**src/hw/dsps_pkg.sv**
```systemverilog
// dsps_pkg: shared constants and types for the dual-slope phase sequencer controller
// assumes a 200 MHz system clock
package dsps_pkg;
   // =====================================================
   // phase select codes {a, b}
   localparam logic [1:0] PHASE_AUTO_ZERO = 2'h1;
   localparam logic [1:0] PHASE_INTEGRATE = 2'h2;
   localparam logic [1:0] PHASE_REFERENCE_RAMP_PHASE = 2'h3;
   localparam logic [1:0] PHASE_INT_ZERO = 2'h0;
   // =====================================================
   // timing
   localparam int CLK_PERIOD_PS = 5000;
   localparam int INT_ZERO_TIME_US = 2000;
   localparam int INT_ZERO_CYCLES = (INT_ZERO_TIME_US * 1000000) / CLK_PERIOD_PS;
   localparam int AUTO_ZERO_CYCLES_DEF = 1000;
   localparam int INTEGRATE_CYCLES_DEF = 2000;
   localparam int COUNT_W = 32;
   localparam int SYNC_STAGES = 2;
   // =====================================================
   // result carrier
   typedef struct packed {
      logic negative;
      logic overrange;
      logic [COUNT_W-1:0] magnitude;
   } dsps_result_type;
   // =====================================================
   // sequencer states
   typedef enum logic [4:0] {
      ST_IDLE = 5'h01,
      ST_AZ = 5'h02,
      ST_INT = 5'h04,
      ST_REFERENCE_RAMP_PHASE = 5'h08,
      ST_IZ = 5'h10
   } dsps_state_type;
endpackage

```
**src/hw/dsps_ctrl.sv**
```systemverilog
// dsps_ctrl: controller that runs a dual-slope analog processor through its phases
// assumes phase pins a/b go straight to the device and comparator comes back asynchronously
//
// Behaviour
// [RL1] phase pins a/b encode auto-zero, integrate, deintegrate, integrator zero
// [RL2] device closes switches per phase; controller only selects the phase
// [RL3] device auto-zeroes inputs and stores offset during auto-zero
// [RL4] device integrates differential input during integration
// [RL5] polarity is sampled from comparator at end of integration
// [RL6] device applies reference opposite to input polarity in deintegration
// [RL7] every deintegration is followed by integrator output zero
// [RL8] integrator zero is always used, so resolution above 14 bits is fine
// [RL9] integrator zero lasts until comparator high or about 2 ms
// [RL10] cycle order is auto-zero, integrate, deintegrate, integrator zero
// [RL11] comparator high means positive input during integration
// [RL12] comparator falling during deintegration marks conversion complete
// [RL13] comparator is ignored during auto-zero
// [RL14] phase pins are held steady for the whole phase
// [RL15] integration is a fixed count; deintegration count is the magnitude
`timescale 1ns/1ps
module dsps_ctrl
   import dsps_pkg::*;
#(
   parameter int AUTO_ZERO_CYCLES = AUTO_ZERO_CYCLES_DEF,
   parameter int INTEGRATE_CYCLES = INTEGRATE_CYCLES_DEF,
   parameter int IZ_CYCLES = INT_ZERO_CYCLES,
   parameter logic [COUNT_W-1:0] REFERENCE_RAMP_PHASE_LIMIT = 32'h0000ffff
) (
   // clock and reset
   input wire logic clk_i,
   input wire logic rst_b_i,
   // user side
   input wire logic start_i,
   output logic busy_o,
   output logic done_o,
   output dsps_result_type result_o,
   // device pins
   input wire logic comp_i,
   output logic phase_a_o,
   output logic phase_b_o
);
   // =====================================================
   // state and counters
   dsps_state_type state, next_state;
   logic [COUNT_W-1:0] count, next_count;
   logic comp_s;
   logic comp_d;
   logic [1:0] phase_code;
   logic az_end, int_end, reference_ramp_phase_fall, reference_ramp_phase_ovr, iz_end, iz_timeout, iz_rise;

   dsps_sync u_sync (
      .clk_i(clk_i),
      .rst_b_i(rst_b_i),
      .async_i(comp_i),
      .sync_o(comp_s)
   );

   // previous synchronised comparator for edge detection
   always_ff @(posedge clk_i or negedge rst_b_i) begin
      if (!rst_b_i) begin
         comp_d <= 1'b0;
      end else begin
         comp_d <= comp_s;
      end
   end

   // =====================================================
   // phase end decode
   assign az_end = (state == ST_AZ) && (count == COUNT_W'(AUTO_ZERO_CYCLES - 1));
   // [RL15] fixed integration count
   assign int_end = (state == ST_INT) && (count == COUNT_W'(INTEGRATE_CYCLES - 1));
   // [RL12] falling comparator ends deintegration
   assign reference_ramp_phase_fall = (state == ST_REFERENCE_RAMP_PHASE) && comp_d && !comp_s;
   assign reference_ramp_phase_ovr = (state == ST_REFERENCE_RAMP_PHASE) && (count == REFERENCE_RAMP_PHASE_LIMIT);
   // [RL9] comparator returning high or fixed time ends zero phase
   // a level still high after an overrange ramp must not end the phase at once,
   // so only a fresh rise of the synchronised comparator counts as its return
   assign iz_rise = comp_s && !comp_d;
   assign iz_timeout = (count == COUNT_W'(IZ_CYCLES - 1));
   assign iz_end = (state == ST_IZ) && (iz_rise || iz_timeout);

   // [RL10] next state in documented order
   always_comb begin
      next_state = state;
      next_count = count + 1'b1;
      unique case (state)
         ST_IDLE: begin
            next_count = '0;
            if (start_i) begin
               next_state = ST_AZ;
            end
         end
         ST_AZ: begin
            // [RL13] comparator not looked at here
            if (az_end) begin
               next_state = ST_INT;
               next_count = '0;
            end
         end
         ST_INT: begin
            if (int_end) begin
               next_state = ST_REFERENCE_RAMP_PHASE;
               next_count = '0;
            end
         end
         ST_REFERENCE_RAMP_PHASE: begin
            // [RL7] always followed by integrator zero
            // [RL8] zero phase never skipped
            if (reference_ramp_phase_fall || reference_ramp_phase_ovr) begin
               next_state = ST_IZ;
               next_count = '0;
            end
         end
         ST_IZ: begin
            if (iz_end) begin
               next_state = ST_IDLE;
               next_count = '0;
            end
         end
      endcase
   end

   always_ff @(posedge clk_i or negedge rst_b_i) begin
      if (!rst_b_i) begin
         state <= ST_IDLE;
         count <= '0;
      end else begin
         state <= next_state;
         count <= next_count;
      end
   end

   // =====================================================
   // [RL1] phase code per state; idle parks in auto-zero
   assign phase_code = (state == ST_INT) ? PHASE_INTEGRATE :
                       (state == ST_REFERENCE_RAMP_PHASE) ? PHASE_REFERENCE_RAMP_PHASE :
                       (state == ST_IZ) ? PHASE_INT_ZERO : PHASE_AUTO_ZERO;

   // [RL14] pins registered, change only on state change
   always_ff @(posedge clk_i or negedge rst_b_i) begin
      if (!rst_b_i) begin
         phase_a_o <= PHASE_AUTO_ZERO[1];
         phase_b_o <= PHASE_AUTO_ZERO[0];
      end else begin
         phase_a_o <= phase_code[1];
         phase_b_o <= phase_code[0];
      end
   end

   // =====================================================
   // result capture
   always_ff @(posedge clk_i or negedge rst_b_i) begin
      if (!rst_b_i) begin
         result_o <= '0;
         done_o <= 1'b0;
      end else begin
         done_o <= iz_end;
         // [RL5] polarity from comparator at end of integration
         if (int_end) begin
            result_o.negative <= !comp_s;
         end
         // [RL15] deintegration count is magnitude
         if (reference_ramp_phase_fall || reference_ramp_phase_ovr) begin
            result_o.magnitude <= count;
            result_o.overrange <= reference_ramp_phase_ovr && !reference_ramp_phase_fall;
         end
      end
   end

   assign busy_o = (state != ST_IDLE);

   // =====================================================
   // checks
   // [RL1] integrate code while integrating
   phase_code_a: assert property (@(posedge clk_i) disable iff (!rst_b_i) // RL1
      $past(state) == ST_INT |-> {phase_a_o, phase_b_o} == PHASE_INTEGRATE)
      else $error("integrate code missing");
   // [RL10] deintegration entered only from integration
   phase_order_a: assert property (@(posedge clk_i) disable iff (!rst_b_i) // RL10
      state == ST_REFERENCE_RAMP_PHASE && $past(state) != ST_REFERENCE_RAMP_PHASE |-> $past(state) == ST_INT)
      else $error("deintegration entered out of order");
   // [RL7] deintegration leaves only to integrator zero
   reference_ramp_phase_follow_a: assert property (@(posedge clk_i) disable iff (!rst_b_i) // RL7
      state == ST_REFERENCE_RAMP_PHASE ##1 state != ST_REFERENCE_RAMP_PHASE |-> state == ST_IZ)
      else $error("deintegration not followed by zero phase");
   // [RL15] integration length fixed
   int_length_a: assert property (@(posedge clk_i) disable iff (!rst_b_i) // RL15
      int_end |-> $past(state, 1) == ST_INT && count == COUNT_W'(INTEGRATE_CYCLES - 1))
      else $error("integration length wrong");
   // [RL9] zero phase bounded by timeout
   iz_bound_a: assert property (@(posedge clk_i) disable iff (!rst_b_i) // RL9
      state == ST_IZ |-> count < COUNT_W'(IZ_CYCLES))
      else $error("zero phase too long");
   // [RL12] falling comparator ends deintegration next cycle
   reference_ramp_phase_stop_a: assert property (@(posedge clk_i) disable iff (!rst_b_i) // RL12
      reference_ramp_phase_fall |=> state == ST_IZ && result_o.magnitude == $past(count))
      else $error("deintegration not ended on fall");
   // [RL5] polarity captured at integration end
   polarity_a: assert property (@(posedge clk_i) disable iff (!rst_b_i) // RL5
      int_end |=> result_o.negative == !$past(comp_s))
      else $error("polarity not captured");
   // [RL14] pins steady within a phase
   pins_steady_a: assert property (@(posedge clk_i) disable iff (!rst_b_i) // RL14
      $stable(state) ##1 1'b1 |-> $stable({phase_a_o, phase_b_o}))
      else $error("phase pins moved mid phase");
endmodule

```
**src/hw/dsps_sync.sv**
```systemverilog
// dsps_sync: two flip-flop synchroniser for an asynchronous level
// assumes input is a pin from outside the clock domain
`timescale 1ns/1ps
module dsps_sync (
   // clock and reset
   input wire logic clk_i,
   input wire logic rst_b_i,
   // level
   input wire logic async_i,
   output logic sync_o
);
   // =====================================================
   // synchroniser
   logic meta;
   // first stage read only by second
   always_ff @(posedge clk_i or negedge rst_b_i) begin
      if (!rst_b_i) begin
         meta <= 1'b0;
         sync_o <= 1'b0;
      end else begin
         meta <= async_i;
         sync_o <= meta;
      end
   end
endmodule

```
**config.mk**
```make
export PLATFORM = sky130hd
export DESIGN_NAME = dsps_ctrl
export DESIGN_NICKNAME = d
export VERILOG_FILES = /design/src/hw/dsps_pkg.sv /design/src/hw/dsps_ctrl.sv /design/src/hw/dsps_sync.sv
export SDC_FILE = /design/constraint.sdc
export NUM_CORES = 1
export LEC_CHECK = 0
export BUFFER_PORTS_ARGS = -buffer_cell sky130_fd_sc_hd__buf_2
export CORE_AREA = 4 4 102 104
export CTS_CLUSTER_DIAMETER = 120
export DETAILED_ROUTE_END_ITERATION = 8
export DIE_AREA = 0 0 106 108
export HOLD_SLACK_MARGIN = 0.02
export MAX_ROUTING_LAYER = met4
export PLACE_DENSITY_LB_ADDON = 0.12
export SLEW_MARGIN = 10
export SYNTH_ARGS = -nofsm -noshare
export SYNTH_HDL_FRONTEND = slang
export SYNTH_HIERARCHICAL = 1
export SYNTH_SLANG_ARGS = --single-unit
```
**constraint.sdc**
```tcl
create_clock -name clk_i -period 1.85 [get_ports clk_i]
set_input_delay 0.2775 -clock clk_i [delete_from_list [all_inputs] [get_ports clk_i]]
set_output_delay 0.2775 -clock clk_i [all_outputs]
set_load 0.05 [all_outputs]
```
==> reports/metrics.csv, run 1 <==
metric,value,unit
violations,negative setup slack,
cts_htree_levels,3,
tightest_slew,0.434,ns
drv_cap,0,
nNetsFinal,425,
yosysTopAreaCellShare,0.508,
start_util,0.387,
whs,0.0378,ns
dp_slack,-0.175,ns
numCtsBuffers,9,
synthArstFlopShare,1.00,
end_kind,flop,
die_h,108,um
ys.flop_type,dfrtp_1,
r2r_slack,-0.12,ns
whs_endpoint,u_sync/meta$_DFF_PN0_,
yosysWarnings,6,
r2r-end,count[16]$_DFF_PN0_,
drive_gt1_frac,0.522,
ant_nets,0,
cp-start-kind,flop,
vias_per_cell,4.91,
core,9550,um^2
gp_congestion,0.840,
hold_violations,0,
grt_overflow_total,0,
first_pass_iters,5,
drtIter0Drc,91,
pwr_density_cell,733,nW/um^2
finalMaxSlewViolations,0,
rsz0062_at_grt,true,
vias,2742,
setup_slack,-0.116,ns
period_needed,1.97,ns
clk_latency,0.35,ns
drc_errors,0,
peakVddDrop,389,uV
fin_crit_sh,1.06,
cts_buffer_depth,2,
crit_required,2.09,ns
hold_start,comp_i,
status,finished with violations,
drt_wl_total,8.91,mm
io_pins,42,
grt_pass1_vias,2748,
rr_startpoint,count[30]$_DFF_PN0_,
grt_pass1_wl,14.3,mm
synth-seq-cells,77,
design_area,5200,um^2
cts.sinks,77,
finalPower,3.81,mW
syn_area,3700,um^2
finClkSkew,0.00958,ns
hold_depth,1,
cts_tree,built,
fp.dieW,106,um
dp_hpwl,5.77,mm
yosysSeqAreaShare,0.522,
synth_nets,316,
cts_root_buf,clkbuf_8,
clk_pin_slew,0.08,ns
dpl_cell_area,4470,um^2
slew_headroom,0.710,
n_antenna_cell,0,
yosysTopAreaCell,dfrtp_1,
synthTopCellsByCount,"dfrtp_1 (75), mux2_4 (29), a21oi_1 (27), xnor2_1 (26), nand2_1 (18)",
path_class,reg2reg,
grt_antenna_before_repair,0,
hp-class,in2reg,
synth_edf_count,0,
port-buffer-count,41,
path_max_fanout,6,
grt_max_degree,47,
dieArea,11400,um^2
grt_usage,0.164,
fp-row-count,36,
syn_avg_cell_area,11.9,um^2
clock.fmax,0.509,GHz
yosysMostFrequentCell,dfrtp_1,
reg2reg_depth,8,
critPathArrivalTime,2.20,ns
setup_tns,-6.10,ns
synth_cells,311,
syn_to_final_growth,40.5,%
yosysUniqueCellTypes,45,
setup_violations,67,
synth_area_leaders,"dfrtp_1 (51%), mux2_4 (12%), xnor2_1 (6.2%)",
p_leak,2.47,nW
wl_per_cell,16.0,um
worst max-delay path by stage:
stage	from	end	depth (start not counted)
4_1_cts	count[15]$_DFF_PN0_	result_o[33]$_DFFE_PN0P_	5
6_report	count[30]$_DFF_PN0_	count[16]$_DFF_PN0_	8
3_5_place_dp	count[16]$_DFF_PN0_	result_o[33]$_DFFE_PN0P_	5
5_1_grt	count[15]$_DFF_PN0_	result_o[33]$_DFFE_PN0P_	5
3_3_place_gp	count[13]$_DFF_PN0_	result_o[33]$_DFFE_PN0P_	5
2_1_floorplan	count[16]$_DFF_PN0_	result_o[0]$_DFFE_PN0P_	7
layout make-up:
type,instances,area (um^2)
Clock buffer,12,155
Sequential cell,77,1930
Multi-Input combinational cell,209,1900
Timing Repair Buffer,114,936
Tap cell,133,166
Fill cell,834,4350
Clock inverter,4,70.1
Inverter,9,33.8
critical path, stage by stage (launching register included):
cell       delay (ns)
dfrtp_1          0.40
nor4_2           0.31
and4_4           0.31
nand4_4          0.10
buf_6            0.15
a32oi_4          0.19
buf_12           0.18
clkbuf_16        0.15
a21oi_1          0.06
logic make-up after synthesis:
kind of cell | count (synthesis) | share of synthesized area
AO/OA/AOI/OAI | 47 | 0.0792
XOR/XNOR | 31 | 0.0734
adder cells (fa/ha/maj) | 1 | 0.00338
buffers and inverters | 25 | 0.0413
flip-flops | 77 | 0.522
multiplexers | 33 | 0.130
AND/OR/NAND/NOR | 97 | 0.151
timing repair:
action / in CTS / in global routing
resized for setup: 35 / 42
setup buffers: 6 / 3
endpoints found under the setup margin: 68 / 69
cloned: 3 / 3
pin swaps: 16 / 29
endpoints found under the hold margin: 29 / 0
hold buffers: 1 / 0
flip-flops by register name (all words and copies together) (netlist names):
register       flops
result_o          34
count             32
state              5
comp_d             1
done_o             1
phase_a_o          1
phase_b_o          1
u_sync/meta        1
u_sync/sync_o      1
layer usage:
layer  part of all wire  track usage  up-vias  routed length [um]
met3              0.044       0.0257       11                 393
met1               0.49        0.226     1337                4330
met2               0.46        0.248       66                4090
met5                  0            -        -                   0
met4              0.011       0.0583        0                 100
li1                   -            -     1328                   -
placed cells by master, fill, tap and decap left out, drive strengths merged, types with 3 or more instances in the layout:
master  synthesis  routed
nor3           11      11
and4            5       5
mux2           32      32
or3             3       3
nand4           5       5
nor2           13      13
inv             9       9
xor2            5       5
nand3          12      12
clkbuf          1      14
nor2b           3       3
xnor2          26      26
nand2          18      18
and3            4       4
buf            15     111
nor4           14      14
o21ai           4       4
dfrtp          75      75
a21oi          31      31
stage by stage:
step | std cells | util
2_1_floorplan | 311 | -
3_3_place_gp | 527 | 0.468
3_5_place_dp | 527 | 0.468
4_1_cts | 553 | 0.515
5_1_grt | 558 | 0.544
6_report | 558 | 0.544
where the power goes:
| part | switching, mW | internal [mW] |
|---|---|---|
| combinational | 0.268 | 0.291 |
| clock | 0.600 | 0.830 |
| sequential | 0.0603 | 1.76 |
Power figures use the tool's default switching activity.
==> run 2, diff against run 1 <==
--- a/config.mk
+++ b/config.mk
@@ -10,9 +10,10 @@
 export CTS_CLUSTER_DIAMETER = 120
 export DETAILED_ROUTE_END_ITERATION = 8
 export DIE_AREA = 0 0 106 108
-export HOLD_SLACK_MARGIN = 0.02
+export HOLD_SLACK_MARGIN = 0.08
 export MAX_ROUTING_LAYER = met4
 export PLACE_DENSITY_LB_ADDON = 0.12
+export REMOVE_ABC_BUFFERS = 1
 export SLEW_MARGIN = 10
 export SYNTH_ARGS = -nofsm -noshare
 export SYNTH_HDL_FRONTEND = slang
==> run 2 against run 1 <==
The flow still finishes with violations (negative setup slack); power down 10%; maximum frequency shrank 1.3%; critical endpoint is now result_o[14]$_DFFE_PN0P_; largest power group unchanged; clock-buffer cell count did not move; via count fell by 0.69%.
==> reports/metrics.csv, run 2 (same netlist as run 1, synthesis figures left out) <==
metric,value,unit,change
final_common_cell,dfrtp_1,,
r2r_slack,-0.14,ns,-0.02 ns
hold_depth,2,,+1
setup_tns,-5.94,ns,+0.156 ns
whs_endpoint,state[0]$_DFFE_PN1P_,,
vias,2723,,-0.69%
reg2reg_depth,6,,-2
numCtsBuffers,9,,unchanged
critPathArrivalTime,2.22,ns,+0.02 ns
finalMaxSlewViolations,0,,unchanged
pwr_density_cell,686,nW/um^2,-6.4%
dp_cells,527,,unchanged
grt_overflow_total,0,,unchanged
top_register,result_o,,
clk_latency,0.35,ns,about the same
status,finished with violations,,
drt_wl_total,8.68,mm,-2.5%
grt_antenna_before_repair,0,,unchanged
p_sw_frac,0.258,,+0.0143
largest_reg_flops,34,,unchanged
reg_top3,"result_o (34), count (32), state (5)",,
rsz0062_at_grt,true,,
cp-start-kind,flop,,
drc_errors,0,,unchanged
finClkSkew,0.00659,ns,-0.00299 ns
cts_root_buf,clkbuf_8,,
drive_gt1_frac,0.452,,-0.0706
fp.dieW,106,um,unchanged
rr_startpoint,count[23]$_DFF_PN0_,,
dp_slack,-0.207,ns,-0.0321 ns
path_class,reg2reg,,
start_util,0.387,,unchanged
first_pass_iters,4,,-1
drtIter0Drc,126,,+38%
grt_pass1_vias,2761,,+0.47%
pwr-share-seq,0.529,,+0.051
dpl_cell_area,4470,um^2,about the same
fp-row-count,36,,unchanged
switchingPower,0.885,mW,-4.7%
design_area,5000,um^2,-3.8%
cts_buffer_depth,2,,unchanged
cts.sinks,77,,unchanged
clk_pin_slew,0.08,ns,about the same
dp_hpwl,5.67,mm,-1.8%
p_int,2.54,mW,-12%
n_antenna_cell,0,,unchanged
grt.met1_usage,0.220,,-0.00558
setup_slack,-0.141,ns,-0.0249 ns
hp-class,in2reg,,
dieArea,11400,um^2,unchanged
cts_tree,built,,
wl_per_cell,15.6,um,-2.5%
clock.fmax,0.502,GHz,-1.3%
period_needed,1.99,ns,+0.0249 ns
syn_to_final_growth,35.2,%,
met2_usage,0.241,,-0.00683
grt-busiest-layer,met2,,
whs,0.101,ns,+0.0634 ns
violations,negative setup slack,,
gp_congestion,0.869,,+3.4%
setup_violations,67,,unchanged
p_comb_frac,0.142,,-0.005
ant_nets,0,,unchanged
end_kind,flop,,
drv_cap,0,,unchanged
grt_max_degree,36,,-23%
crit_required,2.08,ns,about the same
path_max_fanout,9,,+3
fin_cells,558,,unchanged
nNetsFinal,427,,+0.47%
port-buffer-count,41,,unchanged
grt_pass1_wl,14.1,mm,-1.7%
grtUsageMet3,0.0334,,+0.00776
grt_usage,0.161,,-0.00280
io_pins,42,,unchanged
tightest_slew,0.465,ns,+0.0304 ns
hold_start,start_i,,
peakVddDrop,367,uV,-5.7%
core,9550,um^2,unchanged
r2r-end,result_o[14]$_DFFE_PN0P_,,
final_cell_mix,"dfrtp_1 (73), buf_4 (63), buf_2 (39)",,
slew_headroom,0.690,,-0.0203
fin_crit_sh,1.08,,+0.0135
power.clock.fraction,0.329,,-0.047
vias_per_cell,4.88,,-0.69%
hold_violations,0,,unchanged
die_h,108,um,unchanged
p_leak,2.50,nW,+0.99%
cts_htree_levels,3,,unchanged
==> run 2: layer usage <==
layer,vias to the layer above,share of wire
li1,1331,-
met1,1343,0.49
met2,41,0.46
met3,8,0.033
met4,0,0.0085
met5,-,0
==> run 2: worst max-delay path by stage <==
| stage | from | endpoint |
|---|---|---|
| floorplan | count[0]$_DFF_PN0_ | count[14]$_DFF_PN0_ |
| global placement | count[16]$_DFF_PN0_ | result_o[33]$_DFFE_PN0P_ |
| detailed placement | count[16]$_DFF_PN0_ | result_o[33]$_DFFE_PN0P_ |
| CTS | count[15]$_DFF_PN0_ | result_o[33]$_DFFE_PN0P_ |
| global route | count[16]$_DFF_PN0_ | result_o[1]$_DFFE_PN0P_ |
| finish | count[23]$_DFF_PN0_ | result_o[14]$_DFFE_PN0P_ |
==> run 2: critical path, stage by stage (launching register included) <==
cell       delay [ns]
dfrtp_1          0.39
nor4_2           0.32
and4_4           0.31
nand4_4          0.08
a21o_4           0.28
clkbuf_16        0.19
mux2_4           0.29
==> run 2: power groups by stage <==
stage	logic, mW	clock network (mW)	registers, mW
after floorplan	0.173	0	1.87
after global placement	0.441	0	1.84
after detailed placement	0.444	0	1.84
after CTS	0.469	1.18	1.81
after global routing	0.541	1.25	1.82
final	0.486	1.13	1.81
==> run 2: repair_timing <==
item / in CTS / in global routing
gates resized for setup: 12 / 23
pin swaps: 7 / 2
endpoints found under the setup margin: 69 / 69
hold buffers: 2 / 0
cloned: 1 / 2
setup buffers: 3 / 9
endpoints found under the hold margin: 34 / 0
==> run 2: layout make-up <==
class | instances | area [um^2]
Multi-Input combinational cell | 209 | 1780
Tap cell | 133 | 166
Inverter | 9 | 33.8
Clock inverter | 2 | 10.0
Fill cell | 884 | 4550
Timing Repair Buffer | 116 | 920
Clock buffer | 12 | 155
Sequential cell | 77 | 1930
==> run 2: per-stage QoR <==
| step | utilization | total power [mW] |
|---|---|---|
| finish | 0.523 | 3.43 |
| global route | 0.523 | 3.61 |
| CTS | 0.498 | 3.46 |
| global placement | 0.468 | 2.28 |
| floorplan | - | 2.04 |
| detailed placement | 0.468 | 2.29 |
